<file path="src/tec_cfg.svh">
// Offsets, field positions, reset values and codes of the transfer error capture block
//
// Overview of operation
// - Copy failing channel's chaining enable to bit 17
// - Copy failing channel's completion irq enable to bit 16
// - Record six-bit completion code in bits 13..8
// - Store nonzero fault code in bits 3..0
// - Same-cycle statuses: capture the nonzero one
// - Both nonzero: write status wins
// - Read codes: 1,2,3,4,7; 5,6 reserved (the code captures 5 and 6 like any other nonzero kind)
// - Write codes: 9,A,B,C,F; D,E reserved (the code captures D and E like any other nonzero kind)
// - Bus error sets bus fault flag, details readable
// - Bus fault clear also clears detail register
// - Other fault clears leave detail register alone
`ifndef TEC_CFG_SVH
`define TEC_CFG_SVH

// ************************************************************
// Register byte offsets
// ************************************************************
`define TEC_OFS_FLAG       4'h0
`define TEC_OFS_MASK       4'h4
`define TEC_OFS_CLEAR      4'h8
`define TEC_OFS_DETAIL     4'hC

// ************************************************************
// Field positions
// ************************************************************
`define TEC_DET_CHAIN_BIT  17
`define TEC_DET_IRQEN_BIT  16
`define TEC_DET_CODE_MSB   13
`define TEC_DET_CODE_LSB   8
`define TEC_DET_FAULT_MSB  3
`define TEC_FLG_BUS        0
`define TEC_FLG_REQ        2
`define TEC_FLG_CFG        3
`define TEC_FLG_USED       4'hD

// ************************************************************
// Reset values
// ************************************************************
`define TEC_FLAG_RST       4'h0
`define TEC_MASK_RST       4'h0
`define TEC_RDATA_RST      32'h0000_0000

// ************************************************************
// Fault kinds; the top code bit marks the write side
// ************************************************************
`define TEC_KIND_NONE      3'h0
`define TEC_KIND_ADDR      3'h1
`define TEC_KIND_PRIV      3'h2
`define TEC_KIND_TIMEOUT   3'h3
`define TEC_KIND_DATA      3'h4
`define TEC_KIND_EXCL      3'h7
`define TEC_DIR_READ       1'b0
`define TEC_DIR_WRITE      1'b1

`endif

</file>
<file path="src/tec_pkg.sv">
// Types shared by the transfer error capture block
package tec_pkg;

  // Option fields of the channel that issued a transaction
  typedef struct packed {
    logic       chain_en;
    logic       irq_en;
    logic [5:0] code;
  } tec_opt_t;

  // One status channel (read or write) with its originating options
  typedef struct packed {
    logic       valid;
    logic [2:0] kind;
    tec_opt_t   channel_options_word;
  } tec_stat_t;

  // Whole state of the top module apart from the reset release flops
  typedef struct packed {
    logic        wait_n;
    logic [31:0] rdata;
    logic [3:0]  flag;
    logic [3:0]  mask;
    logic        irq;
    logic        det_chain;
    logic        det_irqen;
    logic [5:0]  det_code;
    logic [3:0]  det_fault;
  } tec_state_t;

endpackage

</file>
<file path="src/tec_capture_top.sv">
// Transfer error capture: fault flags, mask, interrupt and error detail register
//
// Design decisions made here: the register addresses and the Avalon-MM interface to the registers.
`timescale 1ns/1ns
`default_nettype none
`include "tec_cfg.svh"

module tec_capture_top #(
  parameter int ADDR_W = 4
) (
  // Clock and reset
  input  wire  logic                sys_clk,
  input  wire  logic                rst_n,
  // Avalon-MM slave
  input  wire  logic [ADDR_W-1:0]   avs_address,
  input  wire  logic                avs_read,
  input  wire  logic                avs_write,
  input  wire  logic [31:0]         avs_writedata,
  input  wire  logic [3:0]          avs_byteenable,
  output logic [31:0]               avs_readdata,
  output logic                      avs_waitrequest,
  // Bus status channels
  input  wire  tec_pkg::tec_stat_t  rd_stat,
  input  wire  tec_pkg::tec_stat_t  wr_stat,
  // Other fault events
  input  wire  logic                request_fault_evt,
  input  wire  logic                config_address_fault_evt,
  // Interrupt
  output logic                      irq
);
  import tec_pkg::*;

  // ************************************************************
  // Reset release
  // ************************************************************
  logic [1:0] rst_sync_q;
  logic       rst_sync_n;

  always_ff @(posedge sys_clk or negedge rst_n) begin
    if (!rst_n) begin
      rst_sync_q <= 2'b00;
    end else begin
      rst_sync_q <= {rst_sync_q[0], 1'b1};
    end
  end

  assign rst_sync_n = rst_sync_q[1];

  // ************************************************************
  // Status arbitration
  // ************************************************************
  logic       arb_hit;
  logic [3:0] arb_fault;
  tec_opt_t   arb_opt;

  tec_fault_arbiter u_arb (
    .rd_stat (rd_stat),
    .wr_stat (wr_stat),
    .hit     (arb_hit),
    .fault   (arb_fault),
    .channel_options_word     (arb_opt)
  );

  // ************************************************************
  // Next state
  // ************************************************************
  tec_state_t st_q;
  tec_state_t st_d;
  logic       req;
  logic       commit;
  logic       wr_commit;
  logic       hit_flag;
  logic       hit_mask;
  logic       hit_clear;
  logic       hit_detail;
  logic       mapped;
  logic [3:0] clr_vec;
  logic [3:0] set_vec;
  logic [31:0] detail_word;
  logic [31:0] rd_mux;

  always_comb begin
    req        = avs_read || avs_write;
    // A request is carried out in its second cycle, when waitrequest is low
    commit     = req && st_q.wait_n;
    wr_commit  = commit && avs_write && avs_byteenable[0];
    hit_flag   = (avs_address == `TEC_OFS_FLAG);
    hit_mask   = (avs_address == `TEC_OFS_MASK);
    hit_clear  = (avs_address == `TEC_OFS_CLEAR);
    hit_detail = (avs_address == `TEC_OFS_DETAIL);
    mapped     = hit_flag || hit_mask || hit_clear || hit_detail;

    // Reserved bits stay zero in the composed word
    detail_word = 32'h0000_0000;
    detail_word[`TEC_DET_CHAIN_BIT] = st_q.det_chain;
    detail_word[`TEC_DET_IRQEN_BIT] = st_q.det_irqen;
    detail_word[`TEC_DET_CODE_MSB:`TEC_DET_CODE_LSB] = st_q.det_code;
    detail_word[`TEC_DET_FAULT_MSB:0] = st_q.det_fault;

    rd_mux = 32'h0000_0000;
    if (hit_flag) begin
      rd_mux[3:0] = st_q.flag;
    end else if (hit_mask) begin
      rd_mux[3:0] = st_q.mask;
    end else if (hit_detail) begin
      rd_mux = detail_word;
    end

    // Both the flag register and the clear register clear by writing ones
    clr_vec = 4'h0;
    if (wr_commit && (hit_flag || hit_clear)) begin
      clr_vec = avs_writedata[3:0] & `TEC_FLG_USED;
    end

    set_vec = 4'h0;
    set_vec[`TEC_FLG_BUS] = arb_hit;
    set_vec[`TEC_FLG_REQ] = request_fault_evt;
    // Unmapped accesses count as configuration address faults
    set_vec[`TEC_FLG_CFG] = config_address_fault_evt || (commit && !mapped);

    st_d = st_q;

    // Bus handshake: one wait cycle, then the answer
    if (req && !st_q.wait_n) begin
      st_d.wait_n = 1'b1;
      st_d.rdata  = avs_read ? rd_mux : 32'h0000_0000;
    end else begin
      st_d.wait_n = 1'b0;
    end

    // New events win over a clear in the same cycle
    st_d.flag = (st_q.flag & ~clr_vec) | set_vec;

    if (wr_commit && hit_mask) begin
      st_d.mask = avs_writedata[3:0] & `TEC_FLG_USED;
    end

    if (clr_vec[`TEC_FLG_BUS]) begin
      st_d.det_chain = 1'b0;
      st_d.det_irqen = 1'b0;
      st_d.det_code  = 6'h00;
      st_d.det_fault = 4'h0;
    end
    // Latest error overwrites; a capture in the clear cycle survives it
    if (arb_hit) begin
      st_d.det_chain = arb_opt.chain_en;
      st_d.det_irqen = arb_opt.irq_en;
      st_d.det_code  = arb_opt.code;
      st_d.det_fault = arb_fault;
    end

    st_d.irq = |(st_d.flag & st_d.mask);
  end

  // ************************************************************
  // State register
  // ************************************************************
  always_ff @(posedge sys_clk or negedge rst_sync_n) begin
    if (!rst_sync_n) begin
      st_q.wait_n    <= 1'b0;
      st_q.rdata     <= `TEC_RDATA_RST;
      st_q.flag      <= `TEC_FLAG_RST;
      st_q.mask      <= `TEC_MASK_RST;
      st_q.irq       <= 1'b0;
      st_q.det_chain <= 1'b0;
      st_q.det_irqen <= 1'b0;
      st_q.det_code  <= 6'h00;
      st_q.det_fault <= 4'h0;
    end else begin
      st_q <= st_d;
    end
  end

  // The wait flag is stored inverted so that reset leaves waitrequest high
  assign avs_waitrequest = !st_q.wait_n;
  assign avs_readdata    = st_q.rdata;
  assign irq             = st_q.irq;

  logic rd_err_a;
  logic wr_err_a;
  logic bus_clr_a;
  logic det_wr_a;

  assign rd_err_a  = rd_stat.valid && (rd_stat.kind != `TEC_KIND_NONE);
  assign wr_err_a  = wr_stat.valid && (wr_stat.kind != `TEC_KIND_NONE);
  assign bus_clr_a = clr_vec[`TEC_FLG_BUS];
  assign det_wr_a  = wr_commit && hit_detail;
endmodule // tec_capture_top
`default_nettype wire

</file>
<file path="src/tec_fault_arbiter.sv">
// Picks the status channel whose fault is recorded when both report together
`timescale 1ns/1ns
`default_nettype none
`include "tec_cfg.svh"

module tec_fault_arbiter (
  // Status channels
  input  wire tec_pkg::tec_stat_t rd_stat,
  input  wire tec_pkg::tec_stat_t wr_stat,
  // Selected fault
  output var  logic               hit,
  output var  logic [3:0]         fault,
  output var  tec_pkg::tec_opt_t  channel_options_word
);
  import tec_pkg::*;

  logic rd_err;
  logic wr_err;

  always_comb begin
    rd_err = rd_stat.valid && (rd_stat.kind != `TEC_KIND_NONE);
    wr_err = wr_stat.valid && (wr_stat.kind != `TEC_KIND_NONE);
    hit    = rd_err || wr_err;
    fault  = 4'h0;
    channel_options_word    = '0;
    if (wr_err) begin
      fault = {`TEC_DIR_WRITE, wr_stat.kind};
      channel_options_word   = wr_stat.channel_options_word;
    end else if (rd_err) begin
      fault = {`TEC_DIR_READ, rd_stat.kind};
      channel_options_word   = rd_stat.channel_options_word;
    end
  end

endmodule // tec_fault_arbiter
`default_nettype wire

</file>
<file path="config.mk">
export PLATFORM = sky130hd
export DESIGN_NAME = tec_capture_top
export DESIGN_NICKNAME = d
export VERILOG_FILES = /design/src/tec_pkg.sv /design/src/tec_capture_top.sv /design/src/tec_fault_arbiter.sv
export VERILOG_INCLUDE_DIRS = /design/src
export SDC_FILE = /design/constraint.sdc
export NUM_CORES = 1
export LEC_CHECK = 0
export BUFFER_PORTS_ARGS = -buffer_cell sky130_fd_sc_hd__buf_2
export CAP_MARGIN = 20
export CORE_MARGIN = 10
export CORE_UTILIZATION = 30
export CTS_CLUSTER_DIAMETER = 40
export DETAILED_ROUTE_END_ITERATION = 10
export HOLD_SLACK_MARGIN = 0.1
export PLACE_DENSITY_LB_ADDON = 0.15
export SKIP_CTS_REPAIR_TIMING = 1
export SYNTH_ARGS = -nofsm -noshare
export SYNTH_HDL_FRONTEND = slang
export SYNTH_HIERARCHICAL = 1
export SYNTH_SLANG_ARGS = --single-unit
</file>
<file path="constraint.sdc">
create_clock -name sys_clk -period 1.15 [get_ports sys_clk]
set_clock_uncertainty 0.05 [all_clocks]
set_input_delay 0.23 -clock sys_clk [delete_from_list [all_inputs] [get_ports sys_clk]]
set_output_delay 0.23 -clock sys_clk [all_outputs]
set_load 0.05 [all_outputs]
</file>
==> Yosys cells after proc, flatten, opt, wreduce, memory -nomap -nowiden <==
Cells that the tools add are included.
{ "classes": {"reduce_logical": 23, "mux": 15, "n_bitwise": 4, "eq_ne": 3} }
{ "ops": {"columns": ["operator", "n"], "rows": [
  ["$mux 28", 2],
  ["$mux 32", 1],
  ["$mux 12", 2],
  ["$mux 4", 5],
  ["$mux 18", 1],
  ["$mux 8", 2],
  ["$logic_and 1x1->1", 9],
  ["$and 4x4->4", 2],
  ["$eq 4x4->1 const B", 2],
  ["$logic_or 1x1->1", 7],
  ["$reduce_bool 3->1", 2],
  ["$eq 4x3->1 const B", 1],
  ["$logic_not 4->1", 1],
  ["$not 4->4", 1],
  ["$or 4x4->4", 1],
  ["$reduce_or 4->1", 1],
  ["$mux 3", 1],
  ["$logic_not 1->1", 2],
  ["$reduce_bool 2->1", 1],
  ["$mux 1", 1]
]} }
{ "word_totals": {"inputBits": 70, "regBits": 56} }

==> Logic depth before layout (Yosys ltp) <==
Gate-level depths: netlist of the first run.
{ "depth": {"word_depth": 11, "ltp_mapped": 8, "ltp_nobuf": 7} }

==> By module <==
The synthesis of the first run kept the hierarchy.
{ "by_module_without_submodules": {"columns": ["module", "n_inst", "cells_per_inst", "seq_area_each_um2", "area_per_inst_um2"], "rows": [
  ["tec_capture_top", 1, 147, 850.8, 1636.6],
  ["tec_fault_arbiter", 1, 35, 0.0, 275.3]
]} }

==> Least setup slack after synthesis of the first run <==
OpenSTA, ideal clock, no wires.
{ "synth_timing": {"path_type": "input to register", "from": "in wr_stat[9] in the netlist's numbering", "to": "reg st_q, in the netlist detail_word[0]", "t_arrival_ns": 1.594, "required_time_ns": 1.034, "path_buffers": 2, "stages": 7, "path_slack_ns": -0.560, "path_cell_list": "buf_4 > o31ai_4 > inv_4 > or2_1 > a31oi_2 > buf_4 > a22o_1"} }
{ "synth_between": {"elab_chain_cells": 4, "elab_cells_between_ends": 6} }
{ "synth_rtl": {"columns": ["item", "line", "rtl"], "rows": [
  ["from (decl)", "tec_capture_top.sv:24", "input wire tec_pkg::tec_stat_t wr_stat,"],
  ["$reduce_bool 3->1 (no line) (*)", null, null],
  ["$logic_and 1x1->1 (*)", "tec_fault_arbiter.sv:22", "wr_err = wr_stat.valid && (wr_stat.kind != `TEC_KIND_NONE);"],
  ["named net u_arb.wr_err", "tec_fault_arbiter.sv:18", "logic wr_err;"],
  ["$logic_or 1x1->1 (*)", "tec_fault_arbiter.sv:23", "hit = rd_err || wr_err;"],
  ["named net arb_hit", "tec_capture_top.sv:52", "logic arb_hit;"],
  ["$mux 12 or $reduce_bool 2->1 (tied branches)", null, null],
  ["to (signal assigned)", "tec_capture_top.sv:170", "st_q <= st_d;"],
  ["to (decl)", "tec_capture_top.sv:67", "tec_state_t st_q;"]
]} }
Mark *: on every way through the listed nets, which the timed path passes. The rest lies on a longest branch.
A chain may end at the register's enable or synchronous reset.

==> Worst setup path after layout of the first run <==
{ "layout_timing": {"from": "reg st_q[53] in the netlist's numbering", "to": "out avs_waitrequest"} }
{ "layout_between": {"elab_chain_cells": 1} }
{ "layout_rtl": {"columns": ["item", "line", "rtl"], "rows": [
  ["$logic_not 1->1", "tec_capture_top.sv:175", "assign avs_waitrequest = !st_q.wait_n;"],
  ["to (decl)", "tec_capture_top.sv:21", "output logic avs_waitrequest,"]
]} }
Every way passes these cells.

==> PnR_summary.wiki, run 1 <==
{| class="wikitable"
! Metric !! Value
|-
| Run status || complete, but fails checks
|-
| Failing checks || negative setup slack
|-
| Total global routing track utilization || 0.0960
|-
| Worst path arrival time || approximately 1.0 ns
|-
| Antenna diode instance count || 0
|-
| Leading register cell type out of synthesis || sky130_fd_sc_hd__dfrtp_1
|-
| Ys async rst share || 1.00
|-
| Power per cell area || 1210 mW/mm2
|-
| Skew-Pair Late Insertion Delay || 0.28 ns
|-
| Worst setup EP type || output pin
|-
| Sink Count || 34
|-
| Achievable Freq || 0.762 GHz
|-
| Ratio of cells with drive above 1 in the final layout || 0.506
|-
| Leakage power summed over all cells || 1.31 nW
|-
| Hold-critical path depth || 3
|-
| Final Routed Wirelength || 4880 um
|-
| Top cell types by occurrence after synthesis || sky130_fd_sc_hd__buf_4 (36), sky130_fd_sc_hd__dfrtp_1 (34), sky130_fd_sc_hd__a22o_1 (21), sky130_fd_sc_hd__inv_1 (11), sky130_fd_sc_hd__nand2_1 (11)
|-
| Final critical path time including I/O delays and setup || 1.31 ns
|-
| Die footprint || between 0.009 and 0.01 mm2
|-
| Number of cell instances on the worst register-to-register path || 5
|-
| Count of warnings emitted by yosys || 6
|-
| Type of origin of the critical path || register
|-
| Cell type with the highest aggregate area in the netlist || sky130_fd_sc_hd__dfrtp_1
|-
| Placed cell areas || 0.00232 mm2
|-
| DR pass1 iterations || 4
|-
| TritonCTS clock tree || yes
|-
| Setup WS post-layout || -0.163 ns
|-
| Wire length of the first global-routing pass || 7820 um
|-
| Via count of the first global-routing pass || 1567
|-
| Number of synthesized register bits || 34
|-
| Final setup vio count || 29
|-
| Register area || 851 um2
|-
| Final Cell Area || 0.00269 mm2
|-
| Footprint of the multi-input gates || 856 um2
|-
| Initial core utilization || 0.305
|-
| Total Nets Final || 324
|-
| Type of the most critical hold path || primary input to register
|-
| Area growth from synthesis to layout || 40.6%
|-
| Post-Syn Area per Cell || 10.5 um2
|-
| Largest cells by area after synthesis || sky130_fd_sc_hd__dfrtp_1 (45%), sky130_fd_sc_hd__buf_4 (14%), sky130_fd_sc_hd__a22o_1 (9.6%), sky130_fd_sc_hd__a31o_2 (3.7%), sky130_fd_sc_hd__o311a_2 (2.9%)
|-
| Port Buffers || between 50 and 60
|-
| Crit path kind || register to output pin
|-
| Vias post-DR || around 1500
|-
| Number of filler instances in the final layout || 626
|-
| Maximum number of pins on one net before global-route repair || 33
|-
| IO Count || ~100
|-
| Die Y-Extent || 99.8 um
|-
| Worst-case hold slack || 0.106 ns
|-
| Max-cap violations || 0
|-
| Clock Pin Slew Worst Setup and Hold Paths || approximately 0.060 ns
|-
| EDFF count, synth || 0
|-
| Most frequent cell after synthesis || sky130_fd_sc_hd__buf_4
|-
| Clk Tree Root Cell || sky130_fd_sc_hd__clkbuf_8
|-
| Largest fanout of any net on the critical path || 2
|-
| Share of the synthesized area in the top cell type || 0.445
|-
| Global-route congestion overflow total || 0
|-
| Num CTS Buffers || 5
|-
| Die X-Extent || 99.8 um
|-
| Drt wl/cell || about 15 um
|-
| CTS H-Tree Depth || 2
|-
| Number of placement rows || 29
|-
| Number of endpoints with negative hold slack in the final report || 0
|-
| Share of the cycle needed by the critical path after routing || 1.14
|-
| Distinct cells, synth || 37
|-
| Portion of the post-synthesis area used by sequential elements || 0.445
|-
| Per-cell via count in the routed design || 4.55
|-
| CP Data Required Time || ~0.87 ns
|-
| Post-Synthesis Cell Area || around 0.0019 mm2
|-
| Number of max-slew violations in the final report || 0
|-
| Global placement routability congestion || 0.742
|-
| CTS Buffer Depth || 2
|-
| Worst vdd ir || 809 uV
|-
| Unrepaired setup endpoints after global routing || true
|-
| Antenna-violating nets left || 0
|-
| Initial antenna violation count || 0
|-
| DR iter-0 viols || 44
|-
| Remaining DRCs || 0
|-
| Gate count after technology mapping || 182
|-
| HPWL after detailed placement || between 3000 and 4000 um
|-
| Core Area || 0.00628 mm2
|}
==> placed cells by master (no fill, tap or decap), drive strengths merged, types with 8 or more instances in the layout <==
master / instances
inv: 11
buf: 88
a31o: 8
nand2: 11
conb: 21
o311a: 8
clkbuf: 8
dfrtp: 34
a22o: 21
==> routing by layer <==
| layer | up-vias | track usage | part of all wire |
|---|---|---|---|
| li1 | 755 | - | - |
| met1 | 698 | 0.136 | 0.51 |
| met2 | 54 | 0.124 | 0.41 |
| met3 | 5 | 0.0385 | 0.066 |
| met4 | 0 | 0.0397 | 0.017 |
| met5 | - | 0 | 0 |
==> critical path, cell delays in order, from the launching register on <==
cell	delay [ns]
sky130_fd_sc_hd__dfrtp_1	0.37
sky130_fd_sc_hd__buf_4	0.14
sky130_fd_sc_hd__clkinvlp_4	0.08
sky130_fd_sc_hd__buf_6	0.16
==> report_power, final <==
part           internal [mW]  switching (mW)
clock network          0.648           0.404
logic                  0.357           0.506
registers               1.29          0.0597
total                   2.29           0.969
==> final timing paths <==
kind | endpoint | slack [ns] | startpoint
max in group asynchronous | avs_readdata[12] | 0.72 | rst_sync_q[1]
setup reg to reg | irq | -0.15 | st_q[53]
min in group asynchronous | st_q[16] | 0.17 | rst_sync_q[1]
hold reg to reg | st_q[16] | 0.17 | rst_sync_q[1]
hold / removal | st_q[19] | 0.11 | request_fault_evt
setup / recovery | avs_waitrequest | -0.16 | st_q[53]
==> final cells by class <==
class	count	area share
multi-input cells	111	0.318
flip-flops and latches	34	0.316
repair buffers	90	0.271
well taps	77	0.0358
clock buffers	7	0.0284
inverters	12	0.0191
clock inverters	1	0.0112
==> sequential cells by signal, indices dropped and copies added (netlist names) <==
register	flops
detail_word	12
rst_sync_q	2
avs_readdata	12
st_q	7
irq	1
==> per-stage QoR <==
stage | utilization | power (mW) | setup slack, ns | cells | setup TNS [ns]
global placement | 0.370 | 2.14 | -0.359 | 312 | -6.87
floorplan | - | 1.95 | -0.460 | 201 | -8.29
detailed placement | 0.370 | 2.14 | -0.385 | 312 | -6.94
global route | 0.428 | 3.43 | -0.214 | 332 | -4.56
CTS | 0.386 | 3.20 | -0.258 | 320 | -4.56
finish | 0.428 | 3.26 | -0.163 | 332 | -3.04
==> cells by family after synthesis <==
logic type | after synthesis | synth area share
simple gates | 28 | 0.0844
compound gates | 60 | 0.268
other cells | 2 | 0.00393
mux | 2 | 0.0105
flops | 34 | 0.445
buf+inv | 56 | 0.188
Note: power is estimated with default switching activity, not from simulation.
==> run 2: changes to the inputs <==
==> constraint.sdc (replaced) <==
create_clock -name sys_clk -period 1.3 [get_ports sys_clk]
set_clock_uncertainty 0.05 [all_clocks]
set_input_delay 0.26 -clock sys_clk [delete_from_list [all_inputs] [get_ports sys_clk]]
set_output_delay 0.26 -clock sys_clk [all_outputs]
set_load 0.05 [all_outputs]
==> run 2 against run 1 <==
The flow still finishes with violations (negative setup slack). First-iteration DRC count up 39%. Worst hold slack improved by 0.031 ns. Critical path depth stayed put. Final cell count decreased by 2.4%. Non-clock buffer count decreased by 8. Global-route usage fell by 0.082 points. Cell area down 5.1%. Largest power group unchanged.
==> PnR_summary.wiki, run 2 (synthesis results as in run 1) <==
{| class="wikitable"
! Metric !! Value
|-
| Run status || complete, but fails checks (unchanged)
|-
| Failing checks || negative setup slack (unchanged)
|-
| Wire length of the first global-routing pass || 7910 um (was 7820 um)
|-
| Initial antenna violation count || 0 (unchanged)
|-
| Footprint of the multi-input gates || 850 um2 (was 856 um2)
|-
| Non-filler instance count after layout || 324 (was 332)
|-
| Antenna-violating nets left || 0 (unchanged)
|-
| Port Buffers || 51 (unchanged)
|-
| CP Data Required Time || 0.99 ns (was 0.87 ns)
|-
| Core Area || 0.00628 mm2 (unchanged)
|-
| DR iter-0 viols || 61 (was 44)
|-
| Crit path kind || register to output pin (unchanged)
|-
| CTS Buffer Depth || 2 (unchanged)
|-
| Worst vdd ir || 624 uV (was 809 uV)
|-
| Final Routed Wirelength || 4990 um (was 4880 um)
|-
| Worst path arrival time || 1.03 ns (about the same)
|-
| Leakage power summed over all cells || 1.27 nW (was 1.31 nW)
|-
| Final core utilization || 0.406 (was 0.428)
|-
| Drt wl/cell || 15.4 um (was 14.7 um)
|-
| Die footprint || 0.00997 mm2 (unchanged)
|-
| Worst setup EP type || output pin (unchanged)
|-
| Maximum number of pins on one net before global-route repair || 33 (unchanged)
|-
| Global placement routability congestion || 0.764 (was 0.742)
|-
| Number of filler instances in the final layout || 629 (was 626)
|-
| Number of endpoints with negative hold slack in the final report || 0 (unchanged)
|-
| Antenna diode instance count || 0 (unchanged)
|-
| Area growth from synthesis to layout || 33.4% (was 40.6%)
|-
| Initial core utilization || 0.305 (unchanged)
|-
| Global-route congestion overflow total || 0 (unchanged)
|-
| Final critical path time including I/O delays and setup || around 1.3 ns
|-
| Die Y-Extent || 99.8 um (unchanged)
|-
| Sink Count || 34 (unchanged)
|-
| Type of origin of the critical path || register (unchanged)
|-
| Unrepaired setup endpoints after global routing || true (unchanged)
|-
| Number of instances in the placed design || 311 (was 312)
|-
| Clk Tree Root Cell || sky130_fd_sc_hd__clkbuf_8 (unchanged)
|-
| Commonest cells after routing, fill and taps aside || sky130_fd_sc_hd__buf_2 (48), sky130_fd_sc_hd__dfrtp_1 (34), sky130_fd_sc_hd__buf_4 (22), sky130_fd_sc_hd__a22o_1 (21), sky130_fd_sc_hd__conb_1 (21) (was sky130_fd_sc_hd__buf_2 (36), sky130_fd_sc_hd__dfrtp_1 (34), sky130_fd_sc_hd__buf_4 (31), sky130_fd_sc_hd__a22o_1 (21), sky130_fd_sc_hd__conb_1 (21))
|-
| Skew-Pair Late Insertion Delay || 0.28 ns (about the same)
|-
| Remaining DRCs || 0 (unchanged)
|-
| Most common cell after layout, fill and taps aside || sky130_fd_sc_hd__buf_2 (unchanged)
|-
| Achievable Freq || 0.746 GHz
|-
| Number of max-slew violations in the final report || 0 (unchanged)
|-
| Total Nets Final || 316 (was 324)
|-
| TritonCTS clock tree || yes (unchanged)
|-
| Num CTS Buffers || 5 (unchanged)
|-
| Type of the most critical hold path || primary input to register (unchanged)
|-
| HPWL after detailed placement || 3820 um (was 3780 um)
|-
| Max-cap violations || 0 (unchanged)
|-
| Total chip power || 2.89 mW (was 3.26 mW)
|-
| Largest fanout of any net on the critical path || 2 (unchanged)
|-
| Share of the cycle needed by the critical path after routing || 1.03
|-
| Setup WS post-layout || -0.0398 ns (was -0.163 ns)
|-
| DR pass1 iterations || 4 (unchanged)
|-
| IO Count || 104 (unchanged)
|-
| Die X-Extent || 99.8 um (unchanged)
|-
| CTS H-Tree Depth || 2 (unchanged)
|-
| Ratio of cells with drive above 1 in the final layout || 0.482 (was 0.506)
|-
| Register area || 851 um2 (unchanged)
|-
| Power per cell area || 1130 mW/mm2 (was 1210 mW/mm2)
|-
| Number of placement rows || 29 (unchanged)
|-
| Via count of the first global-routing pass || 1593 (was 1567)
|-
| Clock Pin Slew Worst Setup and Hold Paths || 0.06 ns (about the same)
|-
| Per-cell via count in the routed design || 4.71 (was 4.55)
|-
| Total global routing track utilization || 0.0952 (was 0.0960)
|-
| Vias post-DR || 1525 (was 1512)
|-
| Final setup vio count || 12 (was 29)
|}
==> run 2: changes by cell type in the layout (fill, tap and decap cells not counted), sizes merged <==
cell / previous run / this run
clkbuf: 8 / 9
buf: 88 / 79
==> run 2: path summary, 6_finish.rpt <==
kind | from | to | slack [ns] | cells past startpoint
setup reg to reg | st_q[53] | avs_readdata[16] | -0.02 | 6
max in group asynchronous | rst_sync_q[1] | avs_readdata[3] | 0.70 | 1
min in group asynchronous | rst_sync_q[1] | st_q[13] | 0.21 | 1
hold / removal | config_address_fault_evt | st_q[20] | 0.14 | 3
setup / recovery | st_q[53] | avs_waitrequest | -0.04 | 3
hold reg to reg | rst_sync_q[1] | st_q[13] | 0.21 | 1
==> run 2: area by class of cell <==
class	count	share of cell area
Timing Repair Buffer	82	0.234
Sequential cell	34	0.333
Multi-Input combinational cell	111	0.333
Clock buffer	7	0.0299
Clock inverter	1	0.0118
Inverter	12	0.0201
Tap cell	77	0.0378
==> run 2: critical path, stage by stage, from the launching register on <==
cell and delay (ns):
sky130_fd_sc_hd__dfrtp_1 0.40, sky130_fd_sc_hd__buf_6 0.13, sky130_fd_sc_hd__clkinvlp_4 0.08, sky130_fd_sc_hd__buf_8 0.15
==> run 2: routing by layer <==
metal,GRT usage,part of all wire,vias up
li1,-,-,742
met1,0.127,0.46,719
met2,0.133,0.44,56
met3,0.0405,0.087,8
met4,0.0331,0.014,0
met5,0,0,-
==> run 2: metrics by stage <==
stage | worst slack [ns] | TNS [ns] | area, um2 | hold slack [ns]
finish | -0.0398 | -0.202 | 2550 | 0.137
global route | -0.0874 | -1.22 | 2550 | 0.149
CTS | -0.219 | -1.98 | 2390 | -0.312
detailed placement | -0.311 | -3.84 | 2280 | -0.00472
global placement | -0.263 | -3.69 | 2280 | -0.00416
floorplan | -0.340 | -4.55 | 2050 | -0.0856
==> run 2: where the power goes <==
part / total [mW] / switching, mW / internal, mW
Clock: 0.938 / 0.364 / 0.573
Sequential: 1.19 / 0.0505 / 1.14
Combinational: 0.769 / 0.454 / 0.315
Total: 2.89 / 0.868 / 2.03
==> run 3: changes to the inputs <==
==> constraint.sdc (replaced) <==
create_clock -name sys_clk -period 1.6 [get_ports sys_clk]
set_clock_uncertainty 0.05 [all_clocks]
set_input_delay 0.32 -clock sys_clk [delete_from_list [all_inputs] [get_ports sys_clk]]
set_output_delay 0.32 -clock sys_clk [all_outputs]
set_load 0.05 [all_outputs]
==> run 3 against run 2 <==
The run now ends clean. Non-clock buffer count shrank 16. Clock-buffer cell count shrank 1. Clock power is 30% lower. Sequential power shrank 19%. Register-to-register slack better by 0.24 ns. Final cell count down 4.9%. Worst setup slack better by 0.25 ns. Via count down 8.1%. Sequential share of layout area grew 4.3 points. Critical path type is now primary input to register. Largest power group unchanged. Highest routed layer unchanged.
==> PnR_summary.wiki, run 3 (synthesis results as in run 1) <==
{| class="wikitable"
! Metric !! Value
|-
| Type of the most critical hold path || primary input to register (unchanged)
|-
| Worst-case hold slack || 0.178 ns (was 0.137 ns)
|-
| Worst vdd ir || 288 uV (was 624 uV)
|-
| Drt wl/cell || 15.0 um (was 15.4 um)
|-
| Number of endpoints with negative hold slack in the final report || 0 (unchanged)
|-
| Clock Pin Slew Worst Setup and Hold Paths || 0.06 ns (about the same)
|-
| Core Area || 0.00628 mm2 (unchanged)
|-
| Die Y-Extent || 99.8 um (unchanged)
|-
| Crit path kind || primary input to register (was register to output pin)
|-
| Hold-critical path depth || 3 (unchanged)
|-
| Initial antenna violation count || 0 (unchanged)
|-
| Setup WS post-layout || 0.208 ns (was -0.0398 ns)
|-
| Via count of the first global-routing pass || 1558 (was 1593)
|-
| Achievable Freq || 0.718 GHz
|-
| Slowest stage cell on the critical path || sky130_fd_sc_hd__o31ai_4 (was sky130_fd_sc_hd__dfrtp_1)
|-
| Type of origin of the critical path || primary input (was register)
|-
| Initial core utilization || 0.305 (unchanged)
|-
| DR pass1 iterations || 7 (was 4)
|-
| Sequence of cells on the critical path || buf_2, o31ai_4, inv_4, or2_4, inv_1, a41oi_1, o21ai_1, o221ai_1 (was buf_6, clkinvlp_4, buf_8)
|-
| Hold path start || request_fault_evt (was config_address_fault_evt)
|-
| Max-cap violations || 0 (unchanged)
|-
| Die X-Extent || 99.8 um (unchanged)
|-
| Global placement routability congestion || 0.756 (was 0.764)
|-
| Die footprint || 0.00997 mm2 (unchanged)
|-
| Port Buffers || 51 (unchanged)
|-
| Clk Tree Root Cell || sky130_fd_sc_hd__clkbuf_8 (unchanged)
|-
| Area growth from synthesis to layout || 18.1% (was 33.4%)
|-
| Terminus of the critical flop-to-flop path || irq (was avs_readdata[16])
|-
| Placed cell areas || 0.00215 mm2 (was 0.00228 mm2)
|-
| Leakage power summed over all cells || 1.14 nW (was 1.27 nW)
|-
| IO Count || 104 (unchanged)
|-
| Run status || finished, final reports clean (was complete, but fails checks)
|-
| Total Nets Final || 300 (was 316)
|-
| Remaining DRCs || 0 (unchanged)
|-
| Setup slack, reg-to-reg || 0.22 ns (was -0.02 ns)
|-
| Worst path arrival time || 1.48 ns (was 1.03 ns)
|-
| Ratio of cells with drive above 1 in the final layout || 0.420 (was 0.482)
|-
| Worst setup timing slack at the placement stage || -0.112 ns (was -0.311 ns)
|-
| Final Routed Wirelength || 4610 um (was 4990 um)
|-
| Final setup vio count || 0 (was 12)
|-
| Number of placement rows || 29 (unchanged)
|-
| Hold Path End || st_q[19] (was st_q[20])
|-
| Total chip power || 2.12 mW (was 2.89 mW)
|-
| Antenna-violating nets left || 0 (unchanged)
|-
| Vias post-DR || 1402 (was 1525)
|-
| CP Data Required Time || 1.69 ns (was 0.99 ns)
|-
| Share of the cycle needed by the critical path after routing || 0.870
|-
| CTS Buffer Depth || 2 (unchanged)
|-
| Final critical path time including I/O delays and setup || 1.39 ns
|-
| Non-filler instance count after layout || 308 (was 324)
|-
| DR iter-0 viols || 64 (was 61)
|-
| Commonest cells after routing, fill and taps aside || sky130_fd_sc_hd__buf_2 (51), sky130_fd_sc_hd__dfrtp_1 (34), sky130_fd_sc_hd__a22o_1 (21), sky130_fd_sc_hd__conb_1 (21), sky130_fd_sc_hd__buf_4 (13) (was sky130_fd_sc_hd__buf_2 (48), sky130_fd_sc_hd__dfrtp_1 (34), sky130_fd_sc_hd__buf_4 (22), sky130_fd_sc_hd__a22o_1 (21), sky130_fd_sc_hd__conb_1 (21))
|-
| Sink Count || 34 (unchanged)
|-
| Global-route congestion overflow total || 0 (unchanged)
|-
| Final Cell Area || 0.00226 mm2 (was 0.00255 mm2)
|-
| Largest fanout of any net on the critical path || 4 (was 2)
|-
| Most common cell after layout, fill and taps aside || sky130_fd_sc_hd__buf_2 (unchanged)
|-
| HPWL after detailed placement || 3700 um (was 3820 um)
|-
| Skew-Pair Late Insertion Delay || 0.29 ns (was 0.28 ns)
|-
| Per-cell via count in the routed design || 4.55 (was 4.71)
|-
| Num CTS Buffers || 5 (unchanged)
|-
| TritonCTS clock tree || yes (unchanged)
|-
| Total global routing track utilization || 0.0941 (was 0.0952)
|-
| Max stage delay on crit path || 0.30 ns (was 0.40 ns)
|-
| Number of instances in the placed design || 299 (was 311)
|-
| Number of cell instances on the worst register-to-register path || 4 (was 6)
|-
| Power per cell area || 937 mW/mm2 (was 1130 mW/mm2)
|-
| Antenna diode instance count || 0 (unchanged)
|-
| CTS H-Tree Depth || 2 (unchanged)
|-
| Worst setup EP type || register (was output pin)
|-
| Crit Reg-Reg Startpoint || st_q[53] (unchanged)
|-
| Number of max-slew violations in the final report || 0 (unchanged)
|-
| Wire length of the first global-routing pass || 7750 um (was 7910 um)
|-
| Unrepaired setup endpoints after global routing || false (was true)
|-
| Maximum number of pins on one net before global-route repair || 33 (unchanged)
|}
## run 3: where the power goes
| group | leakage, nW | internal [mW] | switching (mW) |
|---|---|---|---|
| combinational | 0.665 | 0.169 | 0.335 |
| clock | 0.0472 | 0.345 | 0.308 |
| sequential | 0.427 | 0.924 | 0.0340 |
| total | 1.14 | 1.44 | 0.677 |
## run 3: layout make-up
class / instances / area, um2
tap: 77 / 96.3
multi-input combinational: 111 / 785
sequential: 34 / 851
inverter: 12 / 47.5
fill: 683 / 4020
clock buffer: 6 / 82.6
clock inverter: 2 / 12.5
timing repair buffer: 66 / 383
## run 3: how the worst max path moves through the flow
stage                     end  slack (ns)       start
3_5_place_dp              irq       -0.11  wr_stat[8]
5_1_grt                   irq        0.08    st_q[53]
2_1_floorplan  detail_word[0]        -0.1  wr_stat[8]
3_3_place_gp              irq       -0.09  wr_stat[8]
6_report                  irq        0.21  wr_stat[8]
4_1_cts                   irq        0.12    st_q[53]
## run 3: through the flow
stage	utilization	TNS [ns]
global route	0.360	0
floorplan	-	-1.09
finish	0.360	0
CTS	0.358	0
global placement	0.343	-0.158
detailed placement	0.343	-0.302
## run 3: per-layer routing
layer | part of all wire | vias to the layer above | track usage
li1 | - | 705 | -
met1 | 0.49 | 639 | 0.124
met2 | 0.42 | 54 | 0.135
met3 | 0.080 | 4 | 0.0371
met4 | 0.0091 | 0 | 0.0364
met5 | 0 | - | 0
## run 3: worst max-delay path, delay by kind of cell
kind / cells / cell delay (ns)
buffers and inverters: 3 / 0.22
AND/OR/NAND/NOR: 1 / 0.25
AO/OA/AOI/OAI: 4 / 0.68
